$ cat src/dpr_pkg.sv
/*
  Package for the digital I/O pin routing port: register addresses,
  field positions, reset values, routing codes and carrier structs.
  Assumes the processor reaches the registers through its own
  special function and configuration RAM address space.
*/
package dpr_pkg;

  // Special function register addresses of the port registers
  localparam logic [15:0] DPR_ADDR_PORT_PINS_3_0 = 16'h0080;
  localparam logic [15:0] DPR_ADDR_PORT_PINS_7_4 = 16'h0090;
  localparam logic [15:0] DPR_ADDR_PORT_PINS_11_8 = 16'h00A0;
  localparam logic [15:0] DPR_ADDR_PORT_PINS_14_12 = 16'h00B0;
  // Configuration RAM addresses
  localparam logic [15:0] DPR_ADDR_RPB = 16'h2450;
  localparam logic [15:0] DPR_ADDR_RA = 16'h2451;
  localparam logic [15:0] DPR_ADDR_RB = 16'h2452;
  localparam logic [15:0] DPR_ADDR_RC = 16'h2453;
  localparam logic [15:0] DPR_ADDR_RD = 16'h2454;
  localparam logic [15:0] DPR_ADDR_RE = 16'h2455;
  localparam logic [15:0] DPR_ADDR_EEX = 16'h2456;
  localparam logic [15:0] DPR_ADDR_PULSE = 16'h2457;

  // Field positions
  localparam int DPR_DIR_LSB = 4;
  localparam int DPR_VAL_LSB = 0;
  localparam int DPR_SEL_LO_LSB = 0;
  localparam int DPR_SEL_HI_LSB = 4;
  localparam int DPR_EEX_LSB = 6;
  localparam int DPR_PW_BIT = 7;

  // Widths
  localparam int DPR_NPINS = 15;
  localparam int DPR_NSEL = 11;   // Pins 2..11 plus the pushbutton

  // Reset values
  localparam logic [14:0] DPR_DIR_RST = 15'h7FFF;
  localparam logic [14:0] DPR_VAL_RST = 15'h7FFF;
  localparam logic [2:0] DPR_SEL_RST = 3'h0;
  localparam logic [1:0] DPR_EEX_RST = 2'h0;
  localparam logic DPR_PW_RST = 1'b0;

  // Resource selector codes
  typedef enum logic [2:0] {
    DPR_RES_NONE = 3'b000,
    DPR_RES_RSVD = 3'b001,
    DPR_RES_TMR0 = 3'b010,
    DPR_RES_TMR1 = 3'b011,
    DPR_RES_FIRST_EXTERNAL_INTERRUPT = 3'b100,
    DPR_RES_SECOND_EXTERNAL_INTERRUPT = 3'b101
  } dpr_res_type;

  // EEPROM pin modes
  typedef enum logic [1:0] {
    DPR_EE_OFF = 2'b00,
    DPR_EE_TWO = 2'b01,
    DPR_EE_THREE = 2'b10,
    DPR_EE_THREE_SEP = 2'b11
  } dpr_ee_type;

  // Processor register access
  typedef struct packed {
    logic wr;
    logic rd;
    logic [15:0] addr;
    logic [7:0] wdata;
  } dpr_bus_req_type;

  // Routed internal resources
  typedef struct packed {
    logic first_timer_input;
    logic second_timer_input;
    logic first_external_interrupt;
    logic second_external_interrupt;
  } dpr_res_out_type;

  // Serial EEPROM engine signals on the core side
  typedef struct packed {
    logic clk_out;
    logic data_out;
    logic data_oe_n;
  } dpr_ee_core_type;

endpackage : dpr_pkg

$ cat src/dpr_route.sv
/*
  Resource router: ORs synchronised pin levels into the timer and
  interrupt inputs according to the three-bit selectors.
  Assumes the pin levels are already synchronised to ref_clk.
*/
`timescale 1ns/1ps
`default_nettype none
module dpr_route
  import dpr_pkg::*;
(
  input wire logic ref_clk,
  input wire logic rst_n,
  input wire logic [DPR_NSEL-1:0] src_level,
  input wire logic [DPR_NSEL*3-1:0] src_sel,
  output dpr_res_out_type res_q
);

  // Test one selector against a resource code
  function automatic logic sel_is(input logic [2:0] s, input dpr_res_type r);
    sel_is = (s == r);
  endfunction : sel_is

  dpr_res_out_type res_d;

  // OR every source whose selector names each resource
  always_comb begin
    res_d = '0;
    for (int i = 0; i < DPR_NSEL; i++) begin
      if (sel_is(src_sel[i*3 +: 3], DPR_RES_TMR0)) begin
        res_d.first_timer_input = res_d.first_timer_input | src_level[i];
      end
      if (sel_is(src_sel[i*3 +: 3], DPR_RES_TMR1)) begin
        res_d.second_timer_input = res_d.second_timer_input | src_level[i];
      end
      if (sel_is(src_sel[i*3 +: 3], DPR_RES_FIRST_EXTERNAL_INTERRUPT)) begin
        res_d.first_external_interrupt =
          res_d.first_external_interrupt | src_level[i];
      end
      if (sel_is(src_sel[i*3 +: 3], DPR_RES_SECOND_EXTERNAL_INTERRUPT)) begin
        res_d.second_external_interrupt =
          res_d.second_external_interrupt | src_level[i];
      end
    end
  end

  // Registered resource outputs
  always_ff @(posedge ref_clk) begin
    if (!rst_n) begin
      res_q <= '0;
    end else begin
      res_q <= res_d;
    end
  end

  a_route_or_one: assert property (@(posedge ref_clk)
    disable iff (!rst_n)
    (sel_is(src_sel[2:0], DPR_RES_FIRST_EXTERNAL_INTERRUPT) && src_level[0])
    |=> res_q.first_external_interrupt)
    else $error("interrupt input missed an active source");
  a_route_none: assert property (@(posedge ref_clk)
    disable iff (!rst_n)
    (src_sel == '0) |=> (res_q == '0))
    else $error("resource driven with no selector set");

endmodule : dpr_route
`default_nettype wire

$ cat src/dpr_port.sv
/*
  Digital I/O pin routing port: direction and value registers for
  fifteen pins, resource selectors, EEPROM pin takeover and energy
  pulse output on pin 0. Assumes a single-cycle processor register
  strobe on ref_clk and an EEPROM engine and pulse source elsewhere.
*/
`timescale 1ns/1ps
`default_nettype none
module dpr_port
  import dpr_pkg::*;
(
  input wire logic ref_clk,
  input wire logic rst_n,
  input wire dpr_bus_req_type bus_req,
  output logic [7:0] bus_rdata_q,
  input wire logic [DPR_NPINS-1:0] pin_in,
  output logic [DPR_NPINS-1:0] pin_out,
  output logic [DPR_NPINS-1:0] pin_oe_n,
  input wire logic pushbutton_input,
  input wire logic energy_pulse,
  input wire dpr_ee_core_type ee_core,
  output logic eeprom_in_line_q,
  output logic [1:0] eeprom_pin_mode,
  output dpr_res_out_type res_q
);

  logic [DPR_NPINS-1:0] pin_direction_q;
  logic [DPR_NPINS-1:0] value_q;
  logic [2:0] button_resource_select_q;
  logic [2:0] pin_resource_select_q [2:11];
  logic [1:0] eeprom_pin_mode_q;
  logic energy_pulse_output_select_q;
  logic [DPR_NPINS-1:0] sync1_q;
  logic [DPR_NPINS-1:0] sync2_q;
  logic [DPR_NPINS-1:0] sync3_q;
  logic [DPR_NPINS-1:0] level_q;
  logic [2:0] pb_sync_q;
  logic pb_level_q;
  logic [DPR_NPINS-1:0] pin_out_d;
  logic [DPR_NPINS-1:0] pin_oe_n_d;
  logic [DPR_NPINS-1:0] pin_out_q;
  logic [DPR_NPINS-1:0] pin_oe_n_q;
  logic [DPR_NSEL-1:0] src_level;
  logic [DPR_NSEL*3-1:0] src_sel;
  logic ee_on;
  logic [7:0] rdata_d;

  // Port register index for a nibble group, or 4 when not a port
  function automatic logic [2:0] port_index(input logic [15:0] a);
    unique case (a)
      DPR_ADDR_PORT_PINS_3_0: port_index = 3'h0;
      DPR_ADDR_PORT_PINS_7_4: port_index = 3'h1;
      DPR_ADDR_PORT_PINS_11_8: port_index = 3'h2;
      DPR_ADDR_PORT_PINS_14_12: port_index = 3'h3;
      default: port_index = 3'h4;
    endcase
  endfunction : port_index

  assign ee_on = (eeprom_pin_mode_q != DPR_EE_OFF);
  assign eeprom_pin_mode = eeprom_pin_mode_q;

  // Three-stage synchroniser on pins and the pushbutton
  // Pin stages reset to the driven-high level so no false change follows
  always_ff @(posedge ref_clk) begin
    if (!rst_n) begin
      sync1_q <= DPR_VAL_RST;
      sync2_q <= DPR_VAL_RST;
      sync3_q <= DPR_VAL_RST;
      pb_sync_q <= '0;
    end else begin
      sync1_q <= pin_in;
      sync2_q <= sync1_q;
      sync3_q <= sync2_q;
      pb_sync_q <= {pb_sync_q[1:0], pushbutton_input};
    end
  end

  // Accept a level once the second and third stages agree
  always_ff @(posedge ref_clk) begin
    if (!rst_n) begin
      level_q <= DPR_VAL_RST;
      pb_level_q <= 1'b0;
    end else begin
      for (int i = 0; i < DPR_NPINS; i++) begin
        if (sync2_q[i] == sync3_q[i]) begin
          level_q[i] <= sync3_q[i];
        end
      end
      if (pb_sync_q[1] == pb_sync_q[2]) begin
        pb_level_q <= pb_sync_q[2];
      end
    end
  end

  // Port registers: direction upper nibble, value lower nibble
  always_ff @(posedge ref_clk) begin
    if (!rst_n) begin
      pin_direction_q <= DPR_DIR_RST;
      value_q <= DPR_VAL_RST;
    end else if (bus_req.wr && port_index(bus_req.addr) != 3'h4) begin
      for (int p = 0; p < DPR_NPINS; p++) begin
        if (int'(port_index(bus_req.addr)) == p / 4) begin
          pin_direction_q[p] <= bus_req.wdata[DPR_DIR_LSB + p % 4];
          // Input pins ignore value writes
          if (bus_req.wdata[DPR_DIR_LSB + p % 4]) begin
            value_q[p] <= bus_req.wdata[DPR_VAL_LSB + p % 4];
          end
        end
      end
    end
  end

  // Resource selectors and special function configuration
  always_ff @(posedge ref_clk) begin
    if (!rst_n) begin
      button_resource_select_q <= DPR_SEL_RST;
      for (int k = 2; k <= 11; k++) begin
        pin_resource_select_q[k] <= DPR_SEL_RST;
      end
      eeprom_pin_mode_q <= DPR_EEX_RST;
      energy_pulse_output_select_q <= DPR_PW_RST;
    end else if (bus_req.wr) begin
      unique case (bus_req.addr)
        DPR_ADDR_RPB:
          button_resource_select_q <= bus_req.wdata[DPR_SEL_LO_LSB +: 3];
        DPR_ADDR_RA: begin
          pin_resource_select_q[10] <= bus_req.wdata[DPR_SEL_LO_LSB +: 3];
          pin_resource_select_q[11] <= bus_req.wdata[DPR_SEL_HI_LSB +: 3];
        end
        DPR_ADDR_RB: begin
          pin_resource_select_q[8] <= bus_req.wdata[DPR_SEL_LO_LSB +: 3];
          pin_resource_select_q[9] <= bus_req.wdata[DPR_SEL_HI_LSB +: 3];
        end
        DPR_ADDR_RC: begin
          pin_resource_select_q[6] <= bus_req.wdata[DPR_SEL_LO_LSB +: 3];
          pin_resource_select_q[7] <= bus_req.wdata[DPR_SEL_HI_LSB +: 3];
        end
        DPR_ADDR_RD: begin
          pin_resource_select_q[4] <= bus_req.wdata[DPR_SEL_LO_LSB +: 3];
          pin_resource_select_q[5] <= bus_req.wdata[DPR_SEL_HI_LSB +: 3];
        end
        DPR_ADDR_RE: begin
          pin_resource_select_q[2] <= bus_req.wdata[DPR_SEL_LO_LSB +: 3];
          pin_resource_select_q[3] <= bus_req.wdata[DPR_SEL_HI_LSB +: 3];
        end
        DPR_ADDR_EEX:
          eeprom_pin_mode_q <= bus_req.wdata[DPR_EEX_LSB +: 2];
        DPR_ADDR_PULSE:
          energy_pulse_output_select_q <= bus_req.wdata[DPR_PW_BIT];
        default: ;
      endcase
    end
  end

  // Read mux: port value bits return the sampled pin level
  always_comb begin
    rdata_d = 8'h00;
    unique case (bus_req.addr)
      DPR_ADDR_PORT_PINS_3_0:
        rdata_d = {pin_direction_q[3:0], level_q[3:0]};
      DPR_ADDR_PORT_PINS_7_4: rdata_d = {pin_direction_q[7:4], level_q[7:4]};
      DPR_ADDR_PORT_PINS_11_8: rdata_d = {pin_direction_q[11:8], level_q[11:8]};
      DPR_ADDR_PORT_PINS_14_12:
        rdata_d = {1'b0, pin_direction_q[14:12], 1'b0, level_q[14:12]};
      DPR_ADDR_RPB: rdata_d = {5'h00, button_resource_select_q};
      DPR_ADDR_RA: rdata_d = {1'b0, pin_resource_select_q[11],
                              1'b0, pin_resource_select_q[10]};
      DPR_ADDR_RB: rdata_d = {1'b0, pin_resource_select_q[9],
                              1'b0, pin_resource_select_q[8]};
      DPR_ADDR_RC: rdata_d = {1'b0, pin_resource_select_q[7],
                              1'b0, pin_resource_select_q[6]};
      DPR_ADDR_RD: rdata_d = {1'b0, pin_resource_select_q[5],
                              1'b0, pin_resource_select_q[4]};
      DPR_ADDR_RE: rdata_d = {1'b0, pin_resource_select_q[3],
                              1'b0, pin_resource_select_q[2]};
      DPR_ADDR_EEX: rdata_d = {eeprom_pin_mode_q, 6'h00};
      DPR_ADDR_PULSE: rdata_d = {energy_pulse_output_select_q, 7'h00};
      default: rdata_d = 8'h00;
    endcase
  end

  // Registered read data, updated on a read strobe
  always_ff @(posedge ref_clk) begin
    if (!rst_n) begin
      bus_rdata_q <= 8'h00;
    end else if (bus_req.rd) begin
      bus_rdata_q <= rdata_d;
    end
  end

  // Pin drivers with EEPROM and pulse takeover
  always_comb begin
    pin_out_d = value_q;
    pin_oe_n_d = ~pin_direction_q;
    if (energy_pulse_output_select_q) begin
      pin_out_d[0] = energy_pulse;
      pin_oe_n_d[0] = 1'b0;
    end
    if (ee_on) begin
      pin_out_d[2] = ee_core.clk_out;
      pin_oe_n_d[2] = 1'b0;
      pin_out_d[3] = ee_core.data_out;
      pin_oe_n_d[3] = ee_core.data_oe_n;
    end
    if (eeprom_pin_mode_q == DPR_EE_THREE_SEP) begin
      pin_out_d[8] = 1'b0;
      pin_oe_n_d[8] = 1'b1;
    end
  end

  // Registered pin outputs
  always_ff @(posedge ref_clk) begin
    if (!rst_n) begin
      pin_out_q <= DPR_VAL_RST;
      pin_oe_n_q <= ~DPR_DIR_RST;
    end else begin
      pin_out_q <= pin_out_d;
      pin_oe_n_q <= pin_oe_n_d;
    end
  end
  assign pin_out = pin_out_q;
  assign pin_oe_n = pin_oe_n_q;

  // EEPROM data input: pin 8 in mode 11, shared pin 3 otherwise
  always_ff @(posedge ref_clk) begin
    if (!rst_n) begin
      eeprom_in_line_q <= 1'b1;
    end else if (eeprom_pin_mode_q == DPR_EE_THREE_SEP) begin
      eeprom_in_line_q <= level_q[8];
    end else begin
      eeprom_in_line_q <= level_q[3];
    end
  end

  // Gather selectors; pins 2 and 3 feed no resource while EEPROM is on, pin 8 still does
  always_comb begin
    src_level = '0;
    src_sel = '0;
    src_level[0] = pb_level_q;
    src_sel[2:0] = button_resource_select_q;
    for (int k = 2; k <= 11; k++) begin
      src_level[k-1] = level_q[k];
      src_sel[(k-1)*3 +: 3] = pin_resource_select_q[k];
    end
    if (ee_on) begin
      src_sel[5:3] = 3'h0;
      src_sel[8:6] = 3'h0;
    end
  end

  // Resource router
  dpr_route u_route (
    .ref_clk(ref_clk),
    .rst_n(rst_n),
    .src_level(src_level),
    .src_sel(src_sel),
    .res_q(res_q)
  );

  // Reset state of the port and mode registers
  a_dir_reset: assert property (@(posedge ref_clk)
    $rose(rst_n) |-> (pin_direction_q == DPR_DIR_RST))
    else $error("direction bits not ones after reset");
  a_val_reset: assert property (@(posedge ref_clk)
    $rose(rst_n) |-> (value_q == DPR_VAL_RST))
    else $error("value bits not ones after reset");
  a_mode_reset: assert property (@(posedge ref_clk)
    $rose(rst_n) |-> (eeprom_pin_mode_q == DPR_EEX_RST))
    else $error("eeprom mode not off after reset");

  // Port register writes and reads
  a_dir_write: assert property (@(posedge ref_clk)
    disable iff (!rst_n)
    (bus_req.wr && bus_req.addr == DPR_ADDR_PORT_PINS_3_0)
    |=> (pin_direction_q[3:0] == $past(bus_req.wdata[7:4])))
    else $error("direction write not taken");
  a_val_output_write: assert property (@(posedge ref_clk)
    disable iff (!rst_n)
    (bus_req.wr && bus_req.addr == DPR_ADDR_PORT_PINS_7_4 && bus_req.wdata[4])
    |=> (value_q[4] == $past(bus_req.wdata[0])))
    else $error("output pin value write lost");
  a_val_input_hold: assert property (@(posedge ref_clk)
    disable iff (!rst_n)
    (bus_req.wr && bus_req.addr == DPR_ADDR_PORT_PINS_7_4 && !bus_req.wdata[4])
    |=> (value_q[4] == $past(value_q[4])))
    else $error("input pin value changed by write");
  a_read_level: assert property (@(posedge ref_clk)
    disable iff (!rst_n)
    (bus_req.rd && bus_req.addr == DPR_ADDR_PORT_PINS_3_0)
    |=> (bus_rdata_q[3:0] == $past(level_q[3:0])))
    else $error("port read not pin level");

  // Pin drivers and takeover
  a_oe_follows_dir: assert property (@(posedge ref_clk)
    disable iff (!rst_n)
    (!ee_on && !energy_pulse_output_select_q)
    |=> (pin_oe_n_q[3:0] == ~$past(pin_direction_q[3:0])))
    else $error("enable does not follow direction");
  a_pulse_drive: assert property (@(posedge ref_clk)
    disable iff (!rst_n)
    energy_pulse_output_select_q
    |=> (!pin_oe_n_q[0] && pin_out_q[0] == $past(energy_pulse)))
    else $error("pulse not on pin 0");
  a_ee_clock_pin: assert property (@(posedge ref_clk)
    disable iff (!rst_n)
    ee_on |=> (!pin_oe_n_q[2] && pin_out_q[2] == $past(ee_core.clk_out)))
    else $error("eeprom clock not on pin 2");
  a_ee_data_pin: assert property (@(posedge ref_clk)
    disable iff (!rst_n)
    ee_on |=> (pin_out_q[3] == $past(ee_core.data_out)
      && pin_oe_n_q[3] == $past(ee_core.data_oe_n)))
    else $error("eeprom data not on pin 3");
  a_ee_off_free: assert property (@(posedge ref_clk)
    disable iff (!rst_n)
    (!ee_on) |=> (pin_oe_n_q[2] == !$past(pin_direction_q[2])))
    else $error("pin 2 taken while eeprom off");

  // EEPROM data input selection
  a_ee_sep_input: assert property (@(posedge ref_clk)
    disable iff (!rst_n)
    (eeprom_pin_mode_q == DPR_EE_THREE_SEP)
    |=> (pin_oe_n_q[8] && eeprom_in_line_q == $past(level_q[8])))
    else $error("pin 8 not eeprom input");
  a_ee_shared_input: assert property (@(posedge ref_clk)
    disable iff (!rst_n)
    (eeprom_pin_mode_q != DPR_EE_THREE_SEP)
    |=> (eeprom_in_line_q == $past(level_q[3])))
    else $error("eeprom input not from pin 3");

  // Main scenarios
  c_ee_sep: cover property (@(posedge ref_clk)
    eeprom_pin_mode_q == DPR_EE_THREE_SEP);
  c_ee_three: cover property (@(posedge ref_clk)
    eeprom_pin_mode_q == DPR_EE_THREE);
  c_pulse: cover property (@(posedge ref_clk)
    energy_pulse_output_select_q && energy_pulse);
  c_first_external_interrupt: cover property (@(posedge ref_clk) res_q.first_external_interrupt);
  c_shared_int: cover property (@(posedge ref_clk)
    pb_level_q && level_q[11] && res_q.first_external_interrupt);

endmodule : dpr_port
`default_nettype wire

$ cat config.mk
export PLATFORM = sky130hd
export DESIGN_NAME = dpr_port
export DESIGN_NICKNAME = d
export VERILOG_FILES = /design/src/dpr_pkg.sv /design/src/dpr_route.sv /design/src/dpr_port.sv
export SDC_FILE = /design/constraint.sdc
export NUM_CORES = 1
export LEC_CHECK = 0
export BUFFER_PORTS_ARGS = -buffer_cell sky130_fd_sc_hd__buf_4
export CAP_MARGIN = 15
export CORE_ASPECT_RATIO = 0.9
export CORE_MARGIN = 10
export CORE_UTILIZATION = 30
export CTS_CLUSTER_DIAMETER = 40
export CTS_CLUSTER_SIZE = 24
export DETAILED_ROUTE_END_ITERATION = 12
export GPL_ROUTABILITY_DRIVEN = 1
export PLACE_DENSITY = 0.51
export SLEW_MARGIN = 10
export SYNTH_ARGS = -nofsm -noshare
export SYNTH_HDL_FRONTEND = slang
export SYNTH_HIERARCHICAL = 1
export SYNTH_SLANG_ARGS = --single-unit
$ cat constraint.sdc
create_clock -name ref_clk -period 1.7 [get_ports ref_clk]
set_input_delay 0.085 -clock ref_clk [delete_from_list [all_inputs] [get_ports ref_clk]]
set_output_delay 0.085 -clock ref_clk [all_outputs]
set_load 0.02 [all_outputs]
# Yosys cells after proc, flatten, opt, wreduce, memory -nomap -nowiden
# Memories as Yosys holds them, arrays and structs flattened.
# Cells that the tools add are included.
totals:
  register_bits: 143
  mem_bits_rw: 30
  n_memories: 1
memory_table:
  columns: ["memory", "words", "word_bits", "rd", "rd_clocked_by_memory_dff", "write_ports", "line_no", "rtl"]
  rows:
  - ["pin_resource_select_q", 10, 3, 10, 0, 10, "dpr_port.sv:30", "logic [2:0] pin_resource_select_q [2:11];"]
classes:
  n_eq_ne: 77
  mux: 87
  bitwise: 52
  n_reduce_logical: 27
ops:
  columns: ["cell", "n"]
  rows:
  - ["16-bit by 14-bit == test with 1-bit output (second input constant)", 8]
  - ["8-bit one-hot mux with 12 select lines", 1]
  - ["3-bit == test (second input constant)", 24]
  - ["3-bit by 2-bit == test with 1-bit output (second input constant)", 23]
  - ["1-bit two-way mux", 69]
  - ["16-bit by 8-bit == test with 1-bit output (second input constant)", 4]
  - ["1-bit bitwise OR", 50]
  - ["3-bit AND reduction", 15]
  - ["3-bit two-way mux", 13]
  - ["1-bit == test", 16]
  - ["15-bit inverter", 1]
  - ["2-bit AND reduction", 7]
  - ["3-bit one-hot mux with 4 select lines", 1]
  - ["6-bit two-way mux", 1]
  - ["2-bit two-way mux", 2]
  - ["2-bit OR reduction", 2]
  - ["3-bit logical NOT", 1]
  - ["3-bit != test (second input constant)", 1]
  - ["2-bit == test (second input constant)", 1]
  - ["2-bit nonzero test", 1]
  - ["1-bit logical AND", 1]
  - ["1-bit inverter", 1]

# Logic depth before layout (Yosys ltp)
depth:
  depth_word: 22
  depth_mapped: 7

# Hierarchy
# Netlist, hierarchy kept.
modules_own_cells:
  columns: ["mod", "n_inst", "cells_each", "area_per_inst_um2", "seq_area_each_um2"]
  rows:
  - ["dpr_port", 1, 593, 6211.0, 3683.5]
  - ["dpr_route", 1, 76, 589.3, 80.1]

# Worst setup path after synthesis
# No wires, ideal clock.
synth_timing:
  kind: "input port to flip-flop"
  start: "in bus_req[9] (netlist bit)"
  end: "reg, netlist name pin_resource_select_q[0][18]"
  setup_time_ps: 377
  t_arrival_ps: 1304
  slack_ps: 19
  stages: 5
  path_buffers: 2
  path_cell_list: "buf_2 -> buf_2 -> nor2b_1 -> nand2_1 -> o21ai_0"
synth_rtl:
  columns: ["element", "line_no", "rtl"]
  rows:
  - ["start, declared", "dpr_port.sv:14", "input wire dpr_bus_req_type bus_req,"]

# Final worst setup path
layout_timing:
  start: "reg level_q[1]"
  end: "reg bus_rdata_q[1]"
layout_via:
  elab_chain_len: 1
layout_lines:
  columns: ["element", "line_no", "rtl"]
  rows:
  - ["start, declared", "dpr_port.sv:36", "logic [DPR_NPINS-1:0] level_q;"]
  - ["start signal, assigned by index", "dpr_port.sv:86", "level_q[i] <= sync3_q[i];"]
  - ["8-bit one-hot mux with 12 select lines", "dpr_port.sv:158", "unique case (bus_req.addr)"]
  - ["end signal, assigned", "dpr_port.sv:187", "bus_rdata_q <= rdata_d;"]
  - ["end, declared", "dpr_port.sv:15", "output logic [7:0] bus_rdata_q,"]
# Every way passes these cells.
# A chain may end at the register's enable or synchronous reset.

==> out/qor.yml <==
post_drt_wl_per_cell_um: 17.5
fillerInstances: 2248
cp-start-kind: "flip-flop"
antenna_found_initial: 1
comb_power_share_pct: 7.1
setup_violations: 0
hold_viol: 0
critPathCaptureType: "flip-flop"
area_growth_pct: 33.9
synth_cells: 669
status: "complete, no violations"
vdd_ir_drop_max_mv: 0.538
grt_start_max_net_pins: 58
cp_num_cells: 4
drcViolationCount: 0
required_ns: 2.03
numCtsBuffers: 17
power.density_nw_per_um2: 967
clk_pin_slew_ns: 0.07
regArea_um2: 3760
htreeDepth: 4
row_count: 52
finalMaxSlewViolations: 0
stdcell_count: 1149
synth_warnings: 6
layout-drive-gt1-share_pct: 24.8
p_int_mw: 6.64
slew_headroom_pct: 69.3
worstHoldPathType: "in -> reg"
worst-path-buf-inv: 0
hold_slack_ns: 0.0811
dr.pass1.iters: 5
drv_cap: 0
fin_crit_sh_pct: 95.0
synth_fp_nets: 717
fp.dieH_um: 163
overflow: 0
clock_sinks: 173
gp_congestion: 0.856
clockBufferDepth: 2
initial_utilization_pct: 30.4
async_flop_share_pct: 0
synth-seq-cells: 173
portBuffers: 92
path_cells: "mux4_2 > and3_1 > a221o_1 > a22o_1"
pwr-share-clk_pct: 43.8
tightest_slew_ns: 0.460
dp.cells: 1086
drt-total-wl_um: 20100
cp_max_fo: 3
rsz0062_at_grt: "no"
root_buffer: "clkbuf_16"
p_sw_share_pct: 24.5
synth_ff_type: "dfxtp_1"
cpLargestDelayFamily: "multiplexers"
diodes: 0
synth.avg_cell_area_um2: 10.2
pre_cts_ws_ns: -0.0389
cts_tree: "built"
worstRegToRegCells: 4
yosysSeqAreaShare_pct: 55.3
multi_input_area_um2: 2860
cts_setup_buffers: 0
dp_hpwl_um: 15300
num_io_pins: 93
fin_util_pct: 40.7
crit_arrival_ns: 1.94
setup_ws_ns: 0.0857
synth_area_um2: 6800
num_vias: 5547
grt_pass1_vias: 5532
leakagePower_nw: 3.53
critPathMaxStageDelay_ns: 0.51
die_area_um2: 29100
ant_nets: 0
switching_power_mw: 2.16
crit_type: "reg -> reg"
drt_iter0_drc: 481
p_seq_share_pct: 49.1
grt_pass1_wl_um: 31400
fmax_mhz: 619
final_nets: 887
finClkSkew_ns: 0.0129
ys_types: 61
hold_depth: 3
viasPerCell: 4.83
synth_edf_count: 30
grtUsageTotal_pct: 14.0
die_x_um: 179
min_period_ns: 1.61
critPathSlowestCell: "mux4_2"
core-area_um2: 22400
insertion_delay_ns: 0.43
## power groups by stage
stage          Sequential (mW)  Clock [mW]  Combinational (mW)
2_1_floorplan             4.40           0               0.281
3_3_place_gp              4.42           0               0.571
3_5_place_dp              4.42           0               0.570
4_1_cts                   4.32        3.94               0.625
5_1_grt                   4.33        4.10               0.679
6_report                  4.32        3.85               0.625
## synthesized netlist by cell type (4+ instances only)
| master | count | area share, % |
|---|---|---|
| a211o_1 | 4 | 0.52 |
| a21oi_1 | 30 | 2.2 |
| a22oi_1 | 4 | 0.44 |
| a31oi_1 | 11 | 1.0 |
| a32oi_1 | 4 | 0.52 |
| and2_1 | 14 | 1.3 |
| and3_1 | 4 | 0.37 |
| and4bb_2 | 4 | 0.74 |
| buf_2 | 6 | 0.44 |
| clkbuf_1 | 25 | 1.4 |
| dfxtp_1 | 143 | 42 |
| edfxtp_1 | 30 | 13 |
| inv_1 | 14 | 0.77 |
| mux2_2 | 4 | 0.66 |
| mux2i_1 | 14 | 2.1 |
| mux4_2 | 6 | 2.0 |
| nand2_1 | 57 | 3.1 |
| nand2b_1 | 60 | 5.5 |
| nand3_1 | 22 | 1.6 |
| nand3b_1 | 4 | 0.44 |
| nand4b_1 | 16 | 2.1 |
| nor2_1 | 52 | 2.9 |
| nor2b_1 | 7 | 0.64 |
| nor3_1 | 40 | 2.9 |
| nor4bb_1 | 9 | 1.3 |
| o211ai_1 | 7 | 0.77 |
| o21ai_0 | 29 | 2.1 |
## cells in the final DEF, fill, tap and decap left out, types with 4 or more instances in the layout
cell type      Yosys  layout
a211o_1            4       4
a21oi_1           30      30
a22oi_1            4       4
a31oi_1           11      11
a32oi_1            4       4
and2_1            14      14
and3_1             4       4
and4bb_2           4       4
buf_4              0     150
clkbuf_16          0      17
dfxtp_1          143     143
dlygate4sd3_1      0      31
edfxtp_1          30      30
inv_1             14      14
inv_6              0       5
mux2_2             4       4
mux2i_1           14      14
mux4_2             6       6
nand2_1           57      57
nand2b_1          60      60
nand3_1           22      22
nand3b_1           4       4
nand4b_1          16      16
nor2_1            52      52
nor2b_1            7       7
nor3_1            40      40
nor4bb_1           9       9
o211ai_1           7       7
o21ai_0           29      29
## logic make-up (layout without fill, tap and decap cells)
logic type	count (synthesis)	after routing	share of synthesized area, %
buffers and inverters	47	230	2.70
and+or+nand+nor	314	314	26.8
muxes	25	25	4.88
DFF	173	173	55.3
AOI/OAI and AO/OA	110	110	10.2
## worst reg2reg max path: stages, from the launching register on
cell and delay, ns:
dfxtp_1 0.34, mux4_2 0.51, and3_1 0.22, a221o_1 0.26
a22o_1 0.17
## state kept, by name, summed over array words and instances, names as in the netlist
| register | count |
|---|---|
| energy_pulse_output_select_q | 1 |
| eeprom_pin_mode | 2 |
| u_route/res_q | 4 |
| pin_oe_n | 15 |
| sync2_q | 15 |
| button_resource_select_q | 3 |
| pb_sync_q | 3 |
| sync1_q | 15 |
| value_q | 15 |
| sync3_q | 15 |
| bus_rdata_q | 8 |
| pin_out | 15 |
| pin_resource_select_q | 30 |
| pin_direction_q | 15 |
| pb_level_q | 1 |
| level_q | 15 |
| eeprom_in_line_q | 1 |
## per-stage QoR
| stage | instance area [µm²] | total power, mW | setup TNS, ns |
|---|---|---|---|
| global route | 9100 | 9.11 | 0 |
| finish | 9100 | 8.80 | 0 |
| detailed placement | 8210 | 4.99 | -0.215 |
| global placement | 8210 | 4.99 | 0 |
| floorplan | 6800 | 4.69 | 0 |
| CTS | 9100 | 8.88 | 0 |
## per-layer routing
| layer | share of wire [%] | routed length [µm] | track usage, % |
|---|---|---|---|
| met5 | 0 | 0 | 0 |
| met4 | 1.1 | 214 | 4.21 |
| met3 | 7.6 | 1530 | 3.99 |
| met2 | 43 | 8720 | 20.3 |
| met1 | 48 | 9590 | 19.6 |
## final timing paths
check / startpoint / to / slack [ns]
hold / removal: rst_n / u_route/res_q[0] / 0.08
setup / recovery: level_q[1] / bus_rdata_q[1] / 0.09
hold reg to reg: sync1_q[6] / sync2_q[6] / 0.40
setup reg to reg: level_q[1] / bus_rdata_q[1] / 0.09
## area by class of cell
type,instances,share of cell area (%)
tap,297,4.08
sequential,173,41.3
timing repair buffer,183,16.2
inverter,15,0.618
clock inverter,13,1.64
clock buffer,19,4.75
multi-input combinational,449,31.4
## timing repair
action | CTS | global route
setup endpoints to repair | 0 | 1
hold buffers | 31 | 0
resized for setup | 0 | 1
endpoints found under the hold margin | 47 | 0
(Power assumes the default switching activity.)
